### src/hw/bank_decode_pkg.sv
// Purpose: shared constants and carriers for the bank register and decode
// Assumes: one clock, sys_clk at 200 MHz, synchronous active-high reset
// Notes: input bus and decode-term layout are fixed here for all files
`default_nettype none
package bank_decode_pkg;
  // Input bus shared by both logic arrays
  localparam int INBUS_W = 73;
  localparam int BUS_ADDR_LSB = 0;
  localparam int BUS_CTL_LSB = 16;
  localparam int BUS_RST_BIT = 19;
  localparam int BUS_PDN_BIT = 20;
  localparam int BUS_INCELL_LSB = 21;
  localparam int BUS_AUX_LSB = 45;
  localparam int BUS_BANK_LSB = 48;
  localparam int BUS_FB_LSB = 56;
  localparam int BUS_READY_BIT = 72;

  // Resource counts
  localparam int PRIMARY_N = 8;
  localparam int SECONDARY_N = 4;
  localparam int SECTOR_TERMS = 3;
  localparam int SRAM_TERMS = 2;
  localparam int PERIPH_N = 2;
  localparam int DEC_TERMS = 42;
  localparam int GEN_TERMS = 137;
  localparam int OUTCELL_N = 16;
  localparam int INCELL_N = 24;
  localparam int EXT_CS_N = 3;
  localparam int GEN_OUTS = 19;
  localparam int CTL_MASK_W = 5;

  // Decode-term index layout
  localparam int DT_PRIMARY = 0;
  localparam int DT_SECONDARY = 24;
  localparam int DT_SRAM = 36;
  localparam int DT_CFG = 38;
  localparam int DT_TEST = 39;
  localparam int DT_PERIPH = 40;

  // Register offsets within the configuration block
  localparam logic [7:0] OFS_BANK = 8'hE0;
  localparam logic [7:0] OFS_OUTCELL_AB = 8'h20;
  localparam logic [7:0] OFS_OUTCELL_BC = 8'h21;
  localparam logic [7:0] OFS_INCELL_A = 8'h0A;
  localparam logic [7:0] OFS_INCELL_B = 8'h0B;
  localparam logic [7:0] OFS_INCELL_C = 8'h0C;

  // Reset values
  localparam logic [7:0] BANK_RESET = 8'h00;
  localparam logic [15:0] OUTCELL_RESET = 16'h0000;

  // Standby timing
  localparam int CLK_PERIOD_NS = 5;
  localparam int STANDBY_IDLE_NS = 70;
  localparam int STANDBY_CYCLES =
    (STANDBY_IDLE_NS + CLK_PERIOD_NS - 1) / CLK_PERIOD_NS;

  // Host request on the internal bus
  typedef struct packed {
    logic [19:0] addr;
    logic [7:0] wdata;
    logic wr;
    logic rd;
  } host_req_t;

  // Decode array outputs
  typedef struct packed {
    logic [PRIMARY_N-1:0] primary;
    logic [SECONDARY_N-1:0] secondary;
    logic sram;
    logic cfg;
    logic test_port;
    logic [PERIPH_N-1:0] periph;
  } decode_t;

  // Whole state of the top module
  typedef struct packed {
    logic [7:0] bank;
    logic [OUTCELL_N-1:0] out_cells;
    logic [INCELL_N-1:0] in_cells;
    decode_t sel;
    logic [EXT_CS_N-1:0] ext_cs;
    logic [7:0] rdata;
  } core_state_t;

  // Standby monitor states
  typedef enum logic {ARRAY_ACTIVE, ARRAY_STANDBY} standby_t;
endpackage
`default_nettype wire

### src/hw/activity_monitor.sv
// Purpose: puts the logic arrays into standby when their inputs sit still
// Assumes: turbo_on high keeps the arrays out of standby, and wakes them on the next edge if already in standby
// Notes: any change on the bus wakes the arrays on the next edge
`default_nettype none
module activity_monitor #(
  parameter int IN_W = 73,
  parameter int IDLE_CYCLES = bank_decode_pkg::STANDBY_CYCLES
) (
  // Clock and reset
  input wire logic sys_clk,
  input wire logic srst,
  // Control and observed bus
  input wire logic turbo_on,
  input wire logic [IN_W-1:0] in_bus,
  // Status
  output logic standby
);
  // Whole state of the monitor
  typedef struct packed {
    logic [IN_W-1:0] last_bus;
    logic [7:0] idle;
    bank_decode_pkg::standby_t mode;
  } mon_state_t;

  mon_state_t q; // Registered state
  mon_state_t next_q; // Next state
  logic changed; // Bus differs from last edge

  // Idle counting and mode
  always_comb begin
    next_q = q;
    changed = (in_bus != q.last_bus);
    next_q.last_bus = in_bus;
    case (q.mode)
      bank_decode_pkg::ARRAY_ACTIVE: begin
        if (turbo_on || changed) begin
          next_q.idle = 8'h00;
        end else if (q.idle >= 8'(IDLE_CYCLES - 1)) begin
          next_q.mode = bank_decode_pkg::ARRAY_STANDBY;
        end else begin
          next_q.idle = q.idle + 8'h01;
        end
      end
      bank_decode_pkg::ARRAY_STANDBY: begin
        // Wake on any change or when turbo returns
        if (turbo_on || changed) begin
          next_q.mode = bank_decode_pkg::ARRAY_ACTIVE;
          next_q.idle = 8'h00;
        end
      end
      default: begin
        next_q.mode = bank_decode_pkg::ARRAY_ACTIVE;
      end
    endcase
  end

  // State register
  always_ff @(posedge sys_clk) begin
    if (srst) begin
      q <= '0;
    end else begin
      q <= next_q;
    end
  end

  assign standby = (q.mode == bank_decode_pkg::ARRAY_STANDBY);
endmodule // activity_monitor
`default_nettype wire

### src/hw/and_array.sv
// Purpose: programmable AND plane producing product terms from the bus
// Assumes: fuse maps are parameters, fixed for the life of the device
// Notes: a term with its enable clear is always false
`default_nettype none
module and_array #(
  parameter int IN_W = 73,
  parameter int TERMS = 1,
  parameter logic [TERMS*IN_W-1:0] CARE = '0,
  parameter logic [TERMS*IN_W-1:0] MATCH = '0,
  parameter logic [TERMS-1:0] TERM_EN = '0
) (
  // Input bus
  input wire logic [IN_W-1:0] in_bus,
  // Product terms
  output logic [TERMS-1:0] terms
);
  // One AND gate per term over the cared-for inputs
  for (genvar t = 0; t < TERMS; t++) begin : g_term
    localparam logic [IN_W-1:0] C = CARE[t*IN_W +: IN_W];
    localparam logic [IN_W-1:0] M = MATCH[t*IN_W +: IN_W];
    assign terms[t] = TERM_EN[t] & (&(~C | ~(in_bus ^ M)));
  end
endmodule // and_array
`default_nettype wire

### src/hw/bank_register_and_address_decode.sv
// Purpose: bank register, decode array and general logic array core
// Assumes: host strobes are one-cycle pulses synchronous to sys_clk
// Notes: all logic equations are fuse-map parameters, live from reset
//
// Contract
// - Eight-bit bank register, host writable and readable
// - Bank register sits at config block plus E0h
// - All bank bits feed the decode array
// - Bank bits also usable in general array
// - Both arrays share one 73-signal input bus
// - Wide mode takes address bits 19 to 4
// - Turbo off: standby after ~70ns idle inputs
// - Five mask bits block host controls
// - Eight primary selects, three terms each
// - Four secondary selects, three terms each
// - One SRAM select from two terms
// - Config, test-port and two peripheral selects
// - Three external selects use no output cell
// - General array: cells, allocators, 137 terms
// - Host loads output cells, reads all cells
// - Equations retained and active after power-up
// - Secondary sector wins over primary sector
// - SRAM, config, peripheral win over flash
`default_nettype none
module bank_register_and_address_decode #(
  // Decode array fuse map
  parameter logic [bank_decode_pkg::DEC_TERMS*73-1:0] DEC_CARE = '0,
  parameter logic [bank_decode_pkg::DEC_TERMS*73-1:0] DEC_MATCH = '0,
  parameter logic [bank_decode_pkg::DEC_TERMS-1:0] DEC_EN = '0,
  // General array fuse map
  parameter logic [bank_decode_pkg::GEN_TERMS*73-1:0] GEN_CARE = '0,
  parameter logic [bank_decode_pkg::GEN_TERMS*73-1:0] GEN_MATCH = '0,
  parameter logic [bank_decode_pkg::GEN_TERMS-1:0] GEN_EN = '0,
  // Term allocation: 16 output cells then 3 external selects
  parameter logic [bank_decode_pkg::GEN_OUTS*137-1:0] GEN_ALLOC = '0,
  // Standby idle time in cycles
  parameter int IDLE_CYCLES = bank_decode_pkg::STANDBY_CYCLES
) (
  // Clock and reset
  input wire logic sys_clk,
  input wire logic srst,
  // Host internal bus
  input wire bank_decode_pkg::host_req_t host_req,
  input wire logic [2:0] bus_control_inputs,
  output logic [7:0] host_rdata,
  // Mode and power control
  input wire logic wide_addr_mode,
  input wire logic turbo_on,
  input wire logic [bank_decode_pkg::CTL_MASK_W-1:0] ctl_block_mask,
  input wire logic powerdown_input,
  // Pins feeding the input cells and port D
  input wire logic [bank_decode_pkg::INCELL_N-1:0] port_inputs,
  input wire logic [2:0] aux_inputs,
  input wire logic secondary_ready,
  // Decode outputs
  output bank_decode_pkg::decode_t selects,
  // General array outputs, bank bits and standby
  output logic [bank_decode_pkg::OUTCELL_N-1:0] output_cell,
  output logic [bank_decode_pkg::EXT_CS_N-1:0] external_chip_selects,
  output logic [7:0] bank_bits,
  output logic array_standby
);
  localparam int W = bank_decode_pkg::INBUS_W;

  bank_decode_pkg::core_state_t q; // Registered state
  bank_decode_pkg::core_state_t next_q; // Next state
  logic [W-1:0] in_bus; // Shared array input bus
  logic [15:0] arr_addr; // Address seen by the arrays
  logic [2:0] ctl_gated; // Controls after blocking
  logic [bank_decode_pkg::DEC_TERMS-1:0] dec_terms; // Decode terms
  logic [bank_decode_pkg::GEN_TERMS-1:0] gen_terms; // General terms
  logic [bank_decode_pkg::GEN_OUTS-1:0] gen_sums; // Allocated sums
  bank_decode_pkg::decode_t raw_sel; // Selects before priority
  bank_decode_pkg::decode_t live_sel; // Selects after priority
  logic high_any; // SRAM, config or peripheral hit
  logic sec_any; // Any secondary sector hit
  logic standby; // Arrays idle
  logic cfg_wr; // Host write into config block
  logic cfg_rd; // Host read from config block
  logic [7:0] ofs; // Offset within config block

  assign arr_addr = wide_addr_mode ? host_req.addr[19:4]
                                   : host_req.addr[15:0];

  // block unused host controls
  // Mask bits 2:0 line up with the three control inputs
  assign ctl_gated = bus_control_inputs & ~ctl_block_mask[2:0];

  // Shared input bus assembly
  always_comb begin
    in_bus = '0;
    in_bus[bank_decode_pkg::BUS_ADDR_LSB +: 16] = arr_addr;
    in_bus[bank_decode_pkg::BUS_CTL_LSB +: 3] = ctl_gated;
    // Mask bits 3 and 4 also quiet reset and power-down
    in_bus[bank_decode_pkg::BUS_RST_BIT] = srst & ~ctl_block_mask[3];
    in_bus[bank_decode_pkg::BUS_PDN_BIT] =
      powerdown_input & ~ctl_block_mask[4];
    // Input cells, as registered from the port pins
    in_bus[bank_decode_pkg::BUS_INCELL_LSB +: 24] = q.in_cells;
    // Auxiliary port inputs go straight in
    in_bus[bank_decode_pkg::BUS_AUX_LSB +: 3] = aux_inputs;
    in_bus[bank_decode_pkg::BUS_BANK_LSB +: 8] = q.bank;
    // Output cell feedback closes counters and state machines
    in_bus[bank_decode_pkg::BUS_FB_LSB +: 16] = q.out_cells;
    // Secondary flash ready flag
    in_bus[bank_decode_pkg::BUS_READY_BIT] = secondary_ready;
  end

  // decode equations held as fuse map
  // Parameters, not registers: live from the first edge, no load step
  and_array #(
    .IN_W(W),
    .TERMS(bank_decode_pkg::DEC_TERMS),
    .CARE(DEC_CARE),
    .MATCH(DEC_MATCH),
    .TERM_EN(DEC_EN)
  ) u_decode_logic_array (
    .in_bus(in_bus),
    .terms(dec_terms)
  );

  // general array sees bank bits too
  and_array #(
    .IN_W(W),
    .TERMS(bank_decode_pkg::GEN_TERMS),
    .CARE(GEN_CARE),
    .MATCH(GEN_MATCH),
    .TERM_EN(GEN_EN)
  ) u_general_logic_array (
    .in_bus(in_bus),
    .terms(gen_terms)
  );

  // product term allocator per output
  // A term may feed several outputs; the masks are not exclusive
  for (genvar o = 0; o < bank_decode_pkg::GEN_OUTS; o++) begin : g_alloc
    localparam logic [136:0] A = GEN_ALLOC[o*137 +: 137];
    assign gen_sums[o] = |(gen_terms & A);
  end

  // Sum the decode terms into raw selects
  // Unused terms have their enable clear, so their select stays low
  always_comb begin
    raw_sel = '0;
    for (int i = 0; i < bank_decode_pkg::PRIMARY_N; i++) begin
      raw_sel.primary[i] =
        |dec_terms[bank_decode_pkg::DT_PRIMARY + 3*i +: 3];
    end
    for (int j = 0; j < bank_decode_pkg::SECONDARY_N; j++) begin
      raw_sel.secondary[j] =
        |dec_terms[bank_decode_pkg::DT_SECONDARY + 3*j +: 3];
    end
    raw_sel.sram = |dec_terms[bank_decode_pkg::DT_SRAM +: 2];
    raw_sel.cfg = dec_terms[bank_decode_pkg::DT_CFG];
    raw_sel.test_port = dec_terms[bank_decode_pkg::DT_TEST];
    raw_sel.periph = dec_terms[bank_decode_pkg::DT_PERIPH +: 2];
  end

  // Memory priority resolution
  // Fuse maps may legally overlap spaces; this ranks level one over secondary
  // over primary, but two selects within one level can still drive the bus at once
  always_comb begin
    live_sel = raw_sel;
    high_any = raw_sel.sram | raw_sel.cfg | (|raw_sel.periph);
    sec_any = |raw_sel.secondary;
    // SRAM and I/O spaces override flash
    if (high_any) begin
      // Level one hides both flash arrays
      live_sel.secondary = '0;
      live_sel.primary = '0;
    end
    if (sec_any) begin
      // Overlap hides the primary sector
      live_sel.primary = '0;
    end
  end

  // Standby watcher on the shared bus
  activity_monitor #(
    .IN_W(W),
    .IDLE_CYCLES(IDLE_CYCLES)
  ) u_activity_monitor (
    .sys_clk(sys_clk),
    .srst(srst),
    .turbo_on(turbo_on),
    .in_bus(in_bus),
    .standby(standby)
  );

  // host access qualified by config select
  assign ofs = host_req.addr[7:0];
  assign cfg_wr = host_req.wr & raw_sel.cfg;
  assign cfg_rd = host_req.rd & raw_sel.cfg;

  // Next state of the core
  // Every field starts from its held value and the branches below only
  // override what this edge changes, so no field is left unassigned
  always_comb begin
    next_q = q;
    // Input cells in pass-through, sampled each edge
    // No latch mode: the port pins are already synchronous to sys_clk
    next_q.in_cells = port_inputs;
    // output cells take allocated sums
    // Each cell is a plain D flop on the allocator output of its index
    next_q.out_cells = gen_sums[15:0];
    // host load beats internal logic
    // Low group of eight output cells
    if (cfg_wr && ofs == bank_decode_pkg::OFS_OUTCELL_AB) begin
      next_q.out_cells[7:0] = host_req.wdata;
    end
    // High group of eight output cells
    if (cfg_wr && ofs == bank_decode_pkg::OFS_OUTCELL_BC) begin
      next_q.out_cells[15:8] = host_req.wdata;
    end
    // host writes bank register
    // The new bank reaches both arrays one edge after the strobe
    if (cfg_wr && ofs == bank_decode_pkg::OFS_BANK) begin
      next_q.bank = host_req.wdata;
    end
    // Selects hold while arrays are in standby
    // Holding rather than clearing keeps an idle access selected
    if (!standby) begin
      next_q.sel = live_sel;
      next_q.ext_cs = gen_sums[18:16];
    end
    // Read mux; unmapped offsets read zero
    // Data holds between reads, so a slow host may sample it late
    if (cfg_rd) begin
      case (ofs)
        bank_decode_pkg::OFS_BANK: begin
          next_q.rdata = q.bank;
        end
        bank_decode_pkg::OFS_OUTCELL_AB: begin
          next_q.rdata = q.out_cells[7:0];
        end
        // High output cells
        bank_decode_pkg::OFS_OUTCELL_BC: begin
          next_q.rdata = q.out_cells[15:8];
        end
        // Input cells 7:0
        bank_decode_pkg::OFS_INCELL_A: begin
          next_q.rdata = q.in_cells[7:0];
        end
        // Input cells 15:8
        bank_decode_pkg::OFS_INCELL_B: begin
          next_q.rdata = q.in_cells[15:8];
        end
        // Input cells 23:16
        bank_decode_pkg::OFS_INCELL_C: begin
          next_q.rdata = q.in_cells[23:16];
        end
        // Unmapped offset
        default: begin
          next_q.rdata = 8'h00;
        end
      endcase
    end
  end

  // State register
  // Synchronous reset; the reset branch loads constants only
  always_ff @(posedge sys_clk) begin
    if (srst) begin
      q.bank <= bank_decode_pkg::BANK_RESET;
      // Output cells cleared, so feedback starts quiet
      q.out_cells <= bank_decode_pkg::OUTCELL_RESET;
      // Input cells reload on the first edge after release
      q.in_cells <= '0;
      // No memory selected while in reset
      q.sel <= '0;
      // External selects inactive
      q.ext_cs <= '0;
      // Read data idles at zero
      q.rdata <= 8'h00;
    end else begin
      // Whole state copied each edge
      q <= next_q;
    end
  end

  // Outputs straight from flip-flops
  // Standby comes from the monitor's mode flop with no gate between
  assign host_rdata = q.rdata;
  assign selects = q.sel;
  assign output_cell = q.out_cells;
  assign external_chip_selects = q.ext_cs;
  assign bank_bits = q.bank;
  assign array_standby = standby;
endmodule // bank_register_and_address_decode
`default_nettype wire

### config.mk
export PLATFORM = sky130hd
export DESIGN_NAME = bank_register_and_address_decode
export DESIGN_NICKNAME = d
export VERILOG_FILES = /design/src/hw/bank_decode_pkg.sv /design/src/hw/activity_monitor.sv /design/src/hw/and_array.sv /design/src/hw/bank_register_and_address_decode.sv
export SDC_FILE = /design/constraint.sdc
export NUM_CORES = 1
export LEC_CHECK = 0
export BUFFER_PORTS_ARGS = -buffer_cell sky130_fd_sc_hd__buf_4
export CAP_MARGIN = 30
export CORE_MARGIN = 1.5
export CORE_UTILIZATION = 45
export CTS_CLUSTER_SIZE = 14
export DETAILED_ROUTE_END_ITERATION = 16
export PLACE_DENSITY = 0.76
export SLEW_MARGIN = 20
export SYNTH_ARGS = -nofsm -noshare
export SYNTH_HDL_FRONTEND = slang
export SYNTH_SLANG_ARGS = --single-unit
### constraint.sdc
create_clock -name sys_clk -period 1.8 [get_ports sys_clk]
set_clock_uncertainty 0.05 [all_clocks]
set_input_delay 0.18 -clock sys_clk [delete_from_list [all_inputs] [get_ports sys_clk]]
set_output_delay 0.18 -clock sys_clk [all_outputs]
set_load 0.005 [all_outputs]
==> results of run 1 <==
## area by class of cell
cell class	instances	area [µm²]	area share, %
Clock inverter	3	23.77	0.5419
Sequential cell	82	1643	37.45
Multi-Input combinational cell	250	1642	37.42
Timing Repair Buffer	95	763.2	17.40
Clock buffer	12	165.2	3.765
Tap cell	102	127.6	2.909
Inverter	6	22.52	0.5134
## what timing repair did
action	CTS	global route
pin swaps	3	3
gates cloned	0	1
hold buffers	20	1
buffers inserted	1	0
endpoints found under the setup margin	9	9
gates resized for setup	3	5
endpoints found under the hold margin	20	1
## power groups by stage
stage / Sequential [µW] / Combinational [µW] / Clock (µW)
after floorplan: 1970 / 337 / 0
after detailed placement: 1980 / 411 / 0
final: 1940 / 450 / 1230
after CTS: 1940 / 450 / 1260
after global placement: 1980 / 404 / 0
after global routing: 1950 / 499 / 1350
## Yosys cell counts, drive strengths merged, types with 2 or more instances
master   n
nor3     4
and2     6
nand4    9
o22ai    2
xnor2   37
inv      6
clkbuf   7
ha       3
a31oi    4
dfxtp   82
nand3    2
xor2    13
nor2    19
mux2i   19
nor2b   62
nand2b   2
buf     56
nor4     4
nand2    2
## worst max-delay path: stages, from the launching register on
cell,delay (ps)
dfxtp_1,310
xor2_1,160
nor4_1,190
o2111ai_1,160
or3_4,360
nor4_4,320
buf_4,190
a21boi_2,140
## worst max-delay path by stage
stage	slack (ps)	endpoint	depth (start not counted)	startpoint
2_1_floorplan	60	u_activity_monitor.q[2]	8	wide_addr_mode
3_3_place_gp	-130	u_activity_monitor.q[2]	7	wide_addr_mode
3_5_place_dp	-170	u_activity_monitor.q[2]	7	wide_addr_mode
6_report	-130	u_activity_monitor.q[2]	7	u_activity_monitor.q[34]
4_1_cts	-100	u_activity_monitor.q[2]	7	u_activity_monitor.q[32]
5_1_grt	-220	u_activity_monitor.q[2]	7	u_activity_monitor.q[34]
## registers in the layout, summed over array words and instances, names as in the netlist
| signal | flops |
|---|---|
| u_activity_monitor.standby | 1 |
| u_activity_monitor.q | 57 |
| in_bus | 24 |
## kinds of logic after synthesis
family | after synthesis
compound gates | 13
xor+xnor | 50
fa+ha+maj | 3
buf+inv | 69
flops | 82
mux | 19
other cells | 1
simple gates | 112
## placed cells by master, fill, tap and decap left out, types with 3 or more instances in the layout
cell type / count
buf_4: 73
nor3_1: 4
a31oi_1: 4
xnor2_1: 37
inv_1: 6
nor2_1: 19
conb_1: 53
nand4_1: 9
clkbuf_8: 12
dfxtp_1: 81
nor2b_1: 61
mux2i_1: 18
ha_1: 3
and2_1: 4
xor2_1: 13
dlygate4sd3_1: 21
## through the flow
stage	TNS, ps	cells	total power, µW
after floorplan	0	401	2311
after global placement	-889.3	512	2384
after detailed placement	-1234	512	2394
after CTS	-712.8	548	3655
after global routing	-1778	550	3804
final	-932.3	550	3620
## per-layer routing
metal	part of all wire, %	vias up	global-route usage, %	wire [µm]
met4	2.0	0	7.813	116
met3	4.9	11	3.980	289
li1	-	1200	-	-
met5	0	-	0	0
met2	52	76	26.06	3062
met1	41	1060	16.63	2431
==> qor.yml, run 1 <==
status: "finished, violations left"
violations: "negative setup slack"
fillers: 675
synth_cell_types: 35
port_buffers: 60
vias_per_cell: 4.267
start_util_pct: 46.22
track_usage_pct: 14.96
synth_top_area_share_pct: 46.44
path_max_fanout: 5
cts-htree-levels: 3
die_w_um: 91.63
synth_area_per_cell_um2: 10.13
vdd_drop_max_v: 0.0004654
fin_area_um2: 4387
max_slew_margin_pct: 53.85
num_antenna_cells: 0
pwr-share-clk_pct: 34.0
setup_slack_ps: -125.7
ioPinCount: 124
cts_buffer_depth: 2
async_flop_share_pct: 0
detailedPlace.worstSlack_ps: -170.1
clk-insertion-delay-late_ps: 350
final_layout_size_suffix_gt1_share_pct: 21.88
p_switching_uw: 851.0
synth_xor_area_share_pct: 12.39
core_um2: 7647
cts_tree: "yes"
combPwrFrac_pct: 12.4
synthSimpleGateAreaFrac_pct: 18.58
dpl.hpwl_mm: 4.017
fmax_mhz: 519.3
cts.sink_count: 82
r2r_cells: 7
end_kind: "flip-flop"
synth-edff-count: 0
p_leak_uw: 0.001920
grt_max_degree: 73
worstPathArrival_ps: 2170
holdCritPathClass: "input port to flip-flop"
whs_path_depth: 2
holdCritStartpoint: "port_inputs[7]"
hold_violations: 0
r2r_slack_ps: -130
clk_pin_slew_ps: 80
syn-cell-area_um2: 3535
sw_frac_of_total_pct: 23.51
rr_endpoint: "u_activity_monitor.q[2]"
worstSetupPathType: "flip-flop to flip-flop"
synth_top_family_by_area: "simple AND/OR/NAND/NOR gates"
finalCritPeriodShare_pct: 107.0
grt_pass1_wl_mm: 9.846
synth_compound_area_share_pct: 2.513
wl_mm: 5.899
required_ps: 2040
setup_violations: 9
whs_ps: 12.20
num_rows: 32
grt-ovfl-total: 0
dieArea_um2: 8395
slew_violations: 0
fin_util_pct: 57.36
p_int_uw: 2769
synth.area.mux_share_pct: 5.487
fin_nets: 518
synth_cells: 349
ys_seq_elements: 82
placed_cell_area_um2: 3946
firstDrtPassIters: 4
rsz0062_at_grt: "yes"
antenna_found_initial: 0
ys_seq_area_share_pct: 46.44
ys_warn_count: 0
ys.flop_type: "dfxtp_1"
detail-route-antenna-nets: 0
p_per_area_nw_per_um2: 825.1
drc: 0
timing.rr.start: "u_activity_monitor.q[34]"
cts_root_buf: "clkbuf_8"
worst-slew-pin-transition_ps: 692.2
pwr-share-seq_pct: 53.6
routed-via-count: 2347
synth.area.top_cells: "dfxtp_1, buf_4, nor2b_1, xnor2_1, mux2i_1"
crit_path_start_kind: "flip-flop"
first_global_vias: 2265
wl_per_cell_um: 10.73
cts_made_buffers: 9
cap_viol_max_count: 0
period_needed_ps: 1926
gp_congestion: 0.7629
die_h_um: 91.63
synth_adder_area_share_pct: 1.062
synth_top_area_cell: "dfxtp_1"
first_iter_violations: 102
min_to: "in_bus[28]"
area_growth_pct: 24.11
No activity file was read; power rests on OpenSTA's default activity.
==> run 2: changes to the inputs <==
- CORE_UTILIZATION: 45 -> 50
- PLACE_DENSITY: 0.76 -> 0.8
- clock period: 1.8 -> 1.89 ns (I/O delays scaled with it)
==> run 2 against run 1 <==
Against the previous run: the flow now finishes without violations; fmax rose by 3.6%; cell area fell by 1.9%; clock-buffer cell count fell by 1; die area fell by 9.7%; setup slack better by 160 ps; core utilization grew 5.6 points; combinational power down 7.3%; non-clock buffer count shrank 14.
==> qor.yml, run 2 (same netlist as run 1, synthesis figures left out) <==
crit_path_cell_trace: "xor2_1 > nor4_2 > o2111ai_1 > or3_4 > nor4_4 > and2_1"
ioPinCount: 124
whs_ps: 5.778
worstPathArrival_ps: 2100
die_w_um: 87.08
wl_per_cell_um: 11.15
vdd_drop_max_v: 0.0005180
first_global_vias: 2109
top_register: "u_activity_monitor.q"
grt_pass1_wl_mm: 9.459
clk_pin_slew_ps: 70
fin_nets: 505
layout_commonest_cell: "dfxtp_1"
cts_root_buf: "clkbuf_8"
wl_mm: 5.930
p_total_uw: 3598
cap_viol_max_count: 0
period_needed_ps: 1859
start_util_pct: 51.74
finalCritPeriodShare_pct: 98.34
area_growth_pct: 21.70
die_h_um: 87.08
max_slew_margin_pct: 54.04
track_usage_pct: 16.18
cts_made_buffers: 9
port_buffers: 60
p_leak_uw: 0.001901
antenna_found_initial: 0
p_per_area_nw_per_um2: 836.4
end_kind: "flip-flop"
largest_register_ffs: 57
vias_per_cell: 4.477
clk-insertion-delay-late_ps: 350
grt_max_degree: 73
routed-via-count: 2382
crit_path_start_kind: "flip-flop"
gp_congestion: 0.7698
dp_cells: 505
crit_slowest_cell: "or3_4"
dieArea_um2: 7583
rsz0062_at_grt: "yes"
cts_buffer_depth: 2
hold_violations: 0
fmax_mhz: 538.1
setup_violations: 0
slew_violations: 0
dpl.hpwl_mm: 3.954
detail-route-antenna-nets: 0
num_antenna_cells: 0
cts-htree-levels: 3
path_max_fanout: 4
worstSetupPathType: "flip-flop to flip-flop"
instances_no_fill: 532
core_um2: 6832
cts.sink_count: 82
critical-path-top-delay-family: "simple AND/OR/NAND/NOR gates"
cts_tree: "yes"
num_rows: 30
final_layout_size_suffix_gt1_share_pct: 23.17
path_buf_inv: 0
layout_common_cells: "dfxtp_1, buf_4, nor2b_1, conb_1, xnor2_1"
worst-slew-pin-transition_ps: 689.4
status: "completed"
holdCritPathClass: "input port to flip-flop"
drc: 0
slowest_delay_ps: 410
firstDrtPassIters: 4
grt-ovfl-total: 0
required_ps: 2130
first_iter_violations: 115
[run 2: cell types whose count changed in the layout (fill, tap and decap cells not counted), sizes merged]
cell / before / now
dlygate4sd3: 21 / 8
clkbuf: 12 / 11
bufinv: 0 / 2
clkinv: 1 / 3
nor4: 4 / 5
clkinvlp: 2 / 0
buf: 74 / 73
[run 2: worst register-to-register path: stages, from the launching register on]
cell and delay, ps:
dfxtp_1 310, xor2_1 160, nor4_2 160, o2111ai_1 190, or3_4 410, nor4_4 360, and2_1 170
[run 2: where the power goes]
| group | switching (µW) | internal, µW |
|---|---|---|
| logic | 181 | 236 |
| clock network | 587 | 743 |
| registers | 43.0 | 1810 |
[run 2: worst paths after layout]
check | start | to | slack (ps) | depth (start not counted)
worst max-delay path | u_activity_monitor.q[34] | u_activity_monitor.q[8] | 30 | 6
worst min-delay path | port_inputs[14] | in_bus[35] | 6 | 2
worst max register to register | u_activity_monitor.q[34] | u_activity_monitor.q[8] | 30 | 6
worst min register to register | in_bus[44] | u_activity_monitor.q[53] | 420 | 1
[run 2: repair_timing]
item,CTS,global route
endpoints found under the hold margin,8,0
setup buffers,1,1
gates cloned,1,0
hold buffers,8,0
pin swaps,3,9
resized for setup,3,9
endpoints found under the setup margin,9,9
[run 2: area by class of cell]
| class | count | area, µm² |
|---|---|---|
| Sequential cell | 82 | 1648 |
| Multi-Input combinational cell | 251 | 1673 |
| Clock inverter | 5 | 78.83 |
| Tap cell | 96 | 120.1 |
| Fill cell | 577 | 2530 |
| Clock buffer | 11 | 131.4 |
| Inverter | 6 | 22.52 |
| Timing Repair Buffer | 81 | 628.1 |
[run 2: metal layers]
layer  GRT usage [%]  up-vias  part of all wire [%]
met3           3.697       12                   5.5
li1                -     1180                     -
met2           26.85       99                    49
met4           7.771        0                   1.9
met5               0        -                     0
met1           19.79     1091                    43
[run 2: stage by stage]
| stage | utilization (%) | TNS, ps | setup WS (ps) | instance area (µm²) |
|---|---|---|---|---|
| 2_1_floorplan | - | 0 | 137.6 | 3730 |
| 3_3_place_gp | 57.55 | -272.3 | -53.93 | 3931 |
| 3_5_place_dp | 57.55 | -591.1 | -88.65 | 3931 |
| 4_1_cts | 62.38 | 0 | 34.85 | 4262 |
| 5_1_grt | 62.97 | -1038 | -142.8 | 4302 |
| 6_report | 62.97 | 0 | 31.44 | 4302 |
==> run 3: changes to the inputs <==
- ABC_CLOCK_PERIOD_IN_PS: not set -> 1890
- CORE_UTILIZATION: 50 -> 57
- PLACE_DENSITY: 0.8 -> 0.81
- SYNTH_HIERARCHICAL: not set -> 1
==> run 3 against run 2 <==
Against the previous run: the flow now finishes with violations (negative setup slack); core utilization up 13 points; sequential power up 86%; die area up 64%; combinational power rose by 67%; cell count up 86%; critical path depth shrank 1; setup slack lost 140 ps; largest power group unchanged.
==> qor.yml, run 3 <==
die_h_um: 111.6
instances_no_fill: 987
path_max_fanout: 7
synth_cell_types: 54
firstDrtPassIters: 5
synth-edff-count: 0
rsz0062_at_grt: "yes"
ys_warn_count: 6
crit_path_start_kind: "flip-flop"
crit_path_cell_trace: "xor2_1 > nor4_1 > nand3_1 > buf_4 > nor4_1"
dp_cells: 919
vdd_drop_max_v: 0.0006062
first_global_vias: 5258
drc: 0
routed-via-count: 5302
slew_violations: 0
p_leak_uw: 0.003557
dpl.hpwl_mm: 11.88
fin_util_pct: 75.84
holdCritPathClass: "input port to flip-flop"
num_antenna_cells: 0
setup_slack_ps: -104.6
wl_mm: 17.56
period_needed_ps: 1995
num_rows: 39
synthTopCellsByCount: "dfxtp_1, nor2b_1, buf_4, xnor2_1, nor2_1"
crit_slowest_cell: "nor4_1"
dieArea_um2: 12460
regArea_um2: 3112
cts_root_buf: "clkbuf_16"
cts.sink_count: 155
clk_pin_slew_ps: 60
largest_register_ffs: 81
yosysMostFrequentCell: "dfxtp_1"
worst-path-stages: 5
gp_congestion: 0.8879
cts-htree-levels: 4
status: "finished, violations left"
cts_tree: "yes"
clk-insertion-delay-late_ps: 420
p_per_area_nw_per_um2: 849.7
final_layout_size_suffix_gt1_share_pct: 28.08
fin_nets: 906
ys.flop_type: "dfxtp_1"
max_slew_margin_pct: 30.99
port_buffers: 120
fillers: 758
ys_seq_area_share_pct: 46.13
worstPathArrival_ps: 2270
critical-path-top-delay-family: "simple AND/OR/NAND/NOR gates"
whs_path_depth: 3
hold_violations: 0
wl_per_cell_um: 17.79
setup_violations: 7
layout_common_cells: "buf_4, dfxtp_1, nor2b_1, xnor2_1, conb_1"
layout_commonest_cell: "buf_4"
synth.area.top_cells: "dfxtp_1, nor2b_1, buf_4, xnor2_1, mux2_2"
finalCritPeriodShare_pct: 105.5
start_util_pct: 58.66
grt-ovfl-total: 0
syn-cell-area_um2: 6726
worst-slew-pin-transition_ps: 1021
vias_per_cell: 5.372
synth_area_per_cell_um2: 9.906
synth_cells: 679
end_kind: "flip-flop"
ys_seq_elements: 155
cap_viol_max_count: 0
r2r_cells: 5
cpMostUsedCell: "nor4_1"
path_buf_inv: 1
area_growth_pct: 29.30
grt_max_degree: 97
slowest_delay_ps: 610
antenna_found_initial: 0
multi_input_area_um2: 3289
die_w_um: 111.6
top_register: "u_activity_monitor/q"
cts_made_buffers: 17
grt_pass1_wl_mm: 26.98
core_um2: 11470
detail-route-antenna-nets: 0
synth_top_area_share_pct: 46.13
required_ps: 2170
track_usage_pct: 27.88
fmax_mhz: 501.4
async_flop_share_pct: 0
violations: "negative setup slack"
ioPinCount: 124
worstSetupPathType: "flip-flop to flip-flop"
first_iter_violations: 401
synth_top_area_cell: "dfxtp_1"
cts_buffer_depth: 2
detailedPlace.worstSlack_ps: -365.2
-- run 3: what timing repair did --
item,4_1_cts,5_1_grt
endpoints found under the setup margin,5,9
endpoints found under the hold margin,32,0
buffers inserted,1,2
gates cloned,0,1
pin swaps,2,12
gates resized for setup,3,33
hold buffers,32,0
-- run 3: metrics by stage --
| step | TNS, ps | power [µW] | hold WS [ps] | area [µm²] |
|---|---|---|---|---|
| 6_report | -558.6 | 7390 | 16.56 | 8697 |
| 5_1_grt | -238.2 | 7626 | 21.09 | 8697 |
| 4_1_cts | 0 | 7369 | 1.159 | 8491 |
| 3_5_place_dp | -2658 | 4087 | 355.8 | 7567 |
| 3_3_place_gp | -1582 | 4070 | 354.4 | 7567 |
| 2_1_floorplan | 0 | 3896 | 267.2 | 6919 |
-- run 3: final timing paths --
path | end | from | slack [ps]
hold reg to reg | u_activity_monitor/q[8] | u_activity_monitor/q[8] | 400
setup reg to reg | u_activity_monitor/q[5] | in_bus[24] | -100
hold / removal | u_activity_monitor/q[25] | ctl_block_mask[0] | 20
setup / recovery | u_activity_monitor/q[5] | in_bus[24] | -100
-- run 3: final cells by class --
class,instances,area share (%)
Sequential cell,155,35.78
Inverter,9,0.3884
Clock inverter,10,1.065
Multi-Input combinational cell,463,37.82
Clock buffer,21,5.524
Timing Repair Buffer,186,17.36
Tap cell,143,2.057
-- run 3: kinds of logic (layout without fill, tap and decap cells) --
| family | Yosys count | count (layout) | share of synthesized area, % |
|---|---|---|---|
| other | 2 | 45 | 0.1116 |
| XOR/XNOR | 73 | 73 | 9.505 |
| AO/OA/AOI/OAI | 57 | 57 | 6.473 |
| multiplexers | 29 | 29 | 4.613 |
| AND/OR/NAND/NOR | 256 | 256 | 22.71 |
| flip-flops | 155 | 155 | 46.13 |
| buffers and inverters | 104 | 226 | 9.896 |
| adder cells (fa/ha/maj) | 3 | 3 | 0.5581 |
-- run 3: layer usage --
layer / share of wire, % / global-route usage [%]
met4: 2.7 / 11.39
met2: 49 / 45.93
met1: 41 / 35.25
met5: 0 / 0
met3: 7.3 / 6.641
-- run 3: tightest hold or removal path, cell delays in order --
cell and delay [ps]:
buf_4 80, nor2b_1 50, nor2b_1 120
-- run 3: where the power goes --
part | leakage [µW] | internal, µW | switching (µW) | total, µW
combinational | 0.00201 | 369 | 327 | 696
clock | 0.000273 | 1940 | 1320 | 3260
sequential | 0.00127 | 3370 | 70.8 | 3440
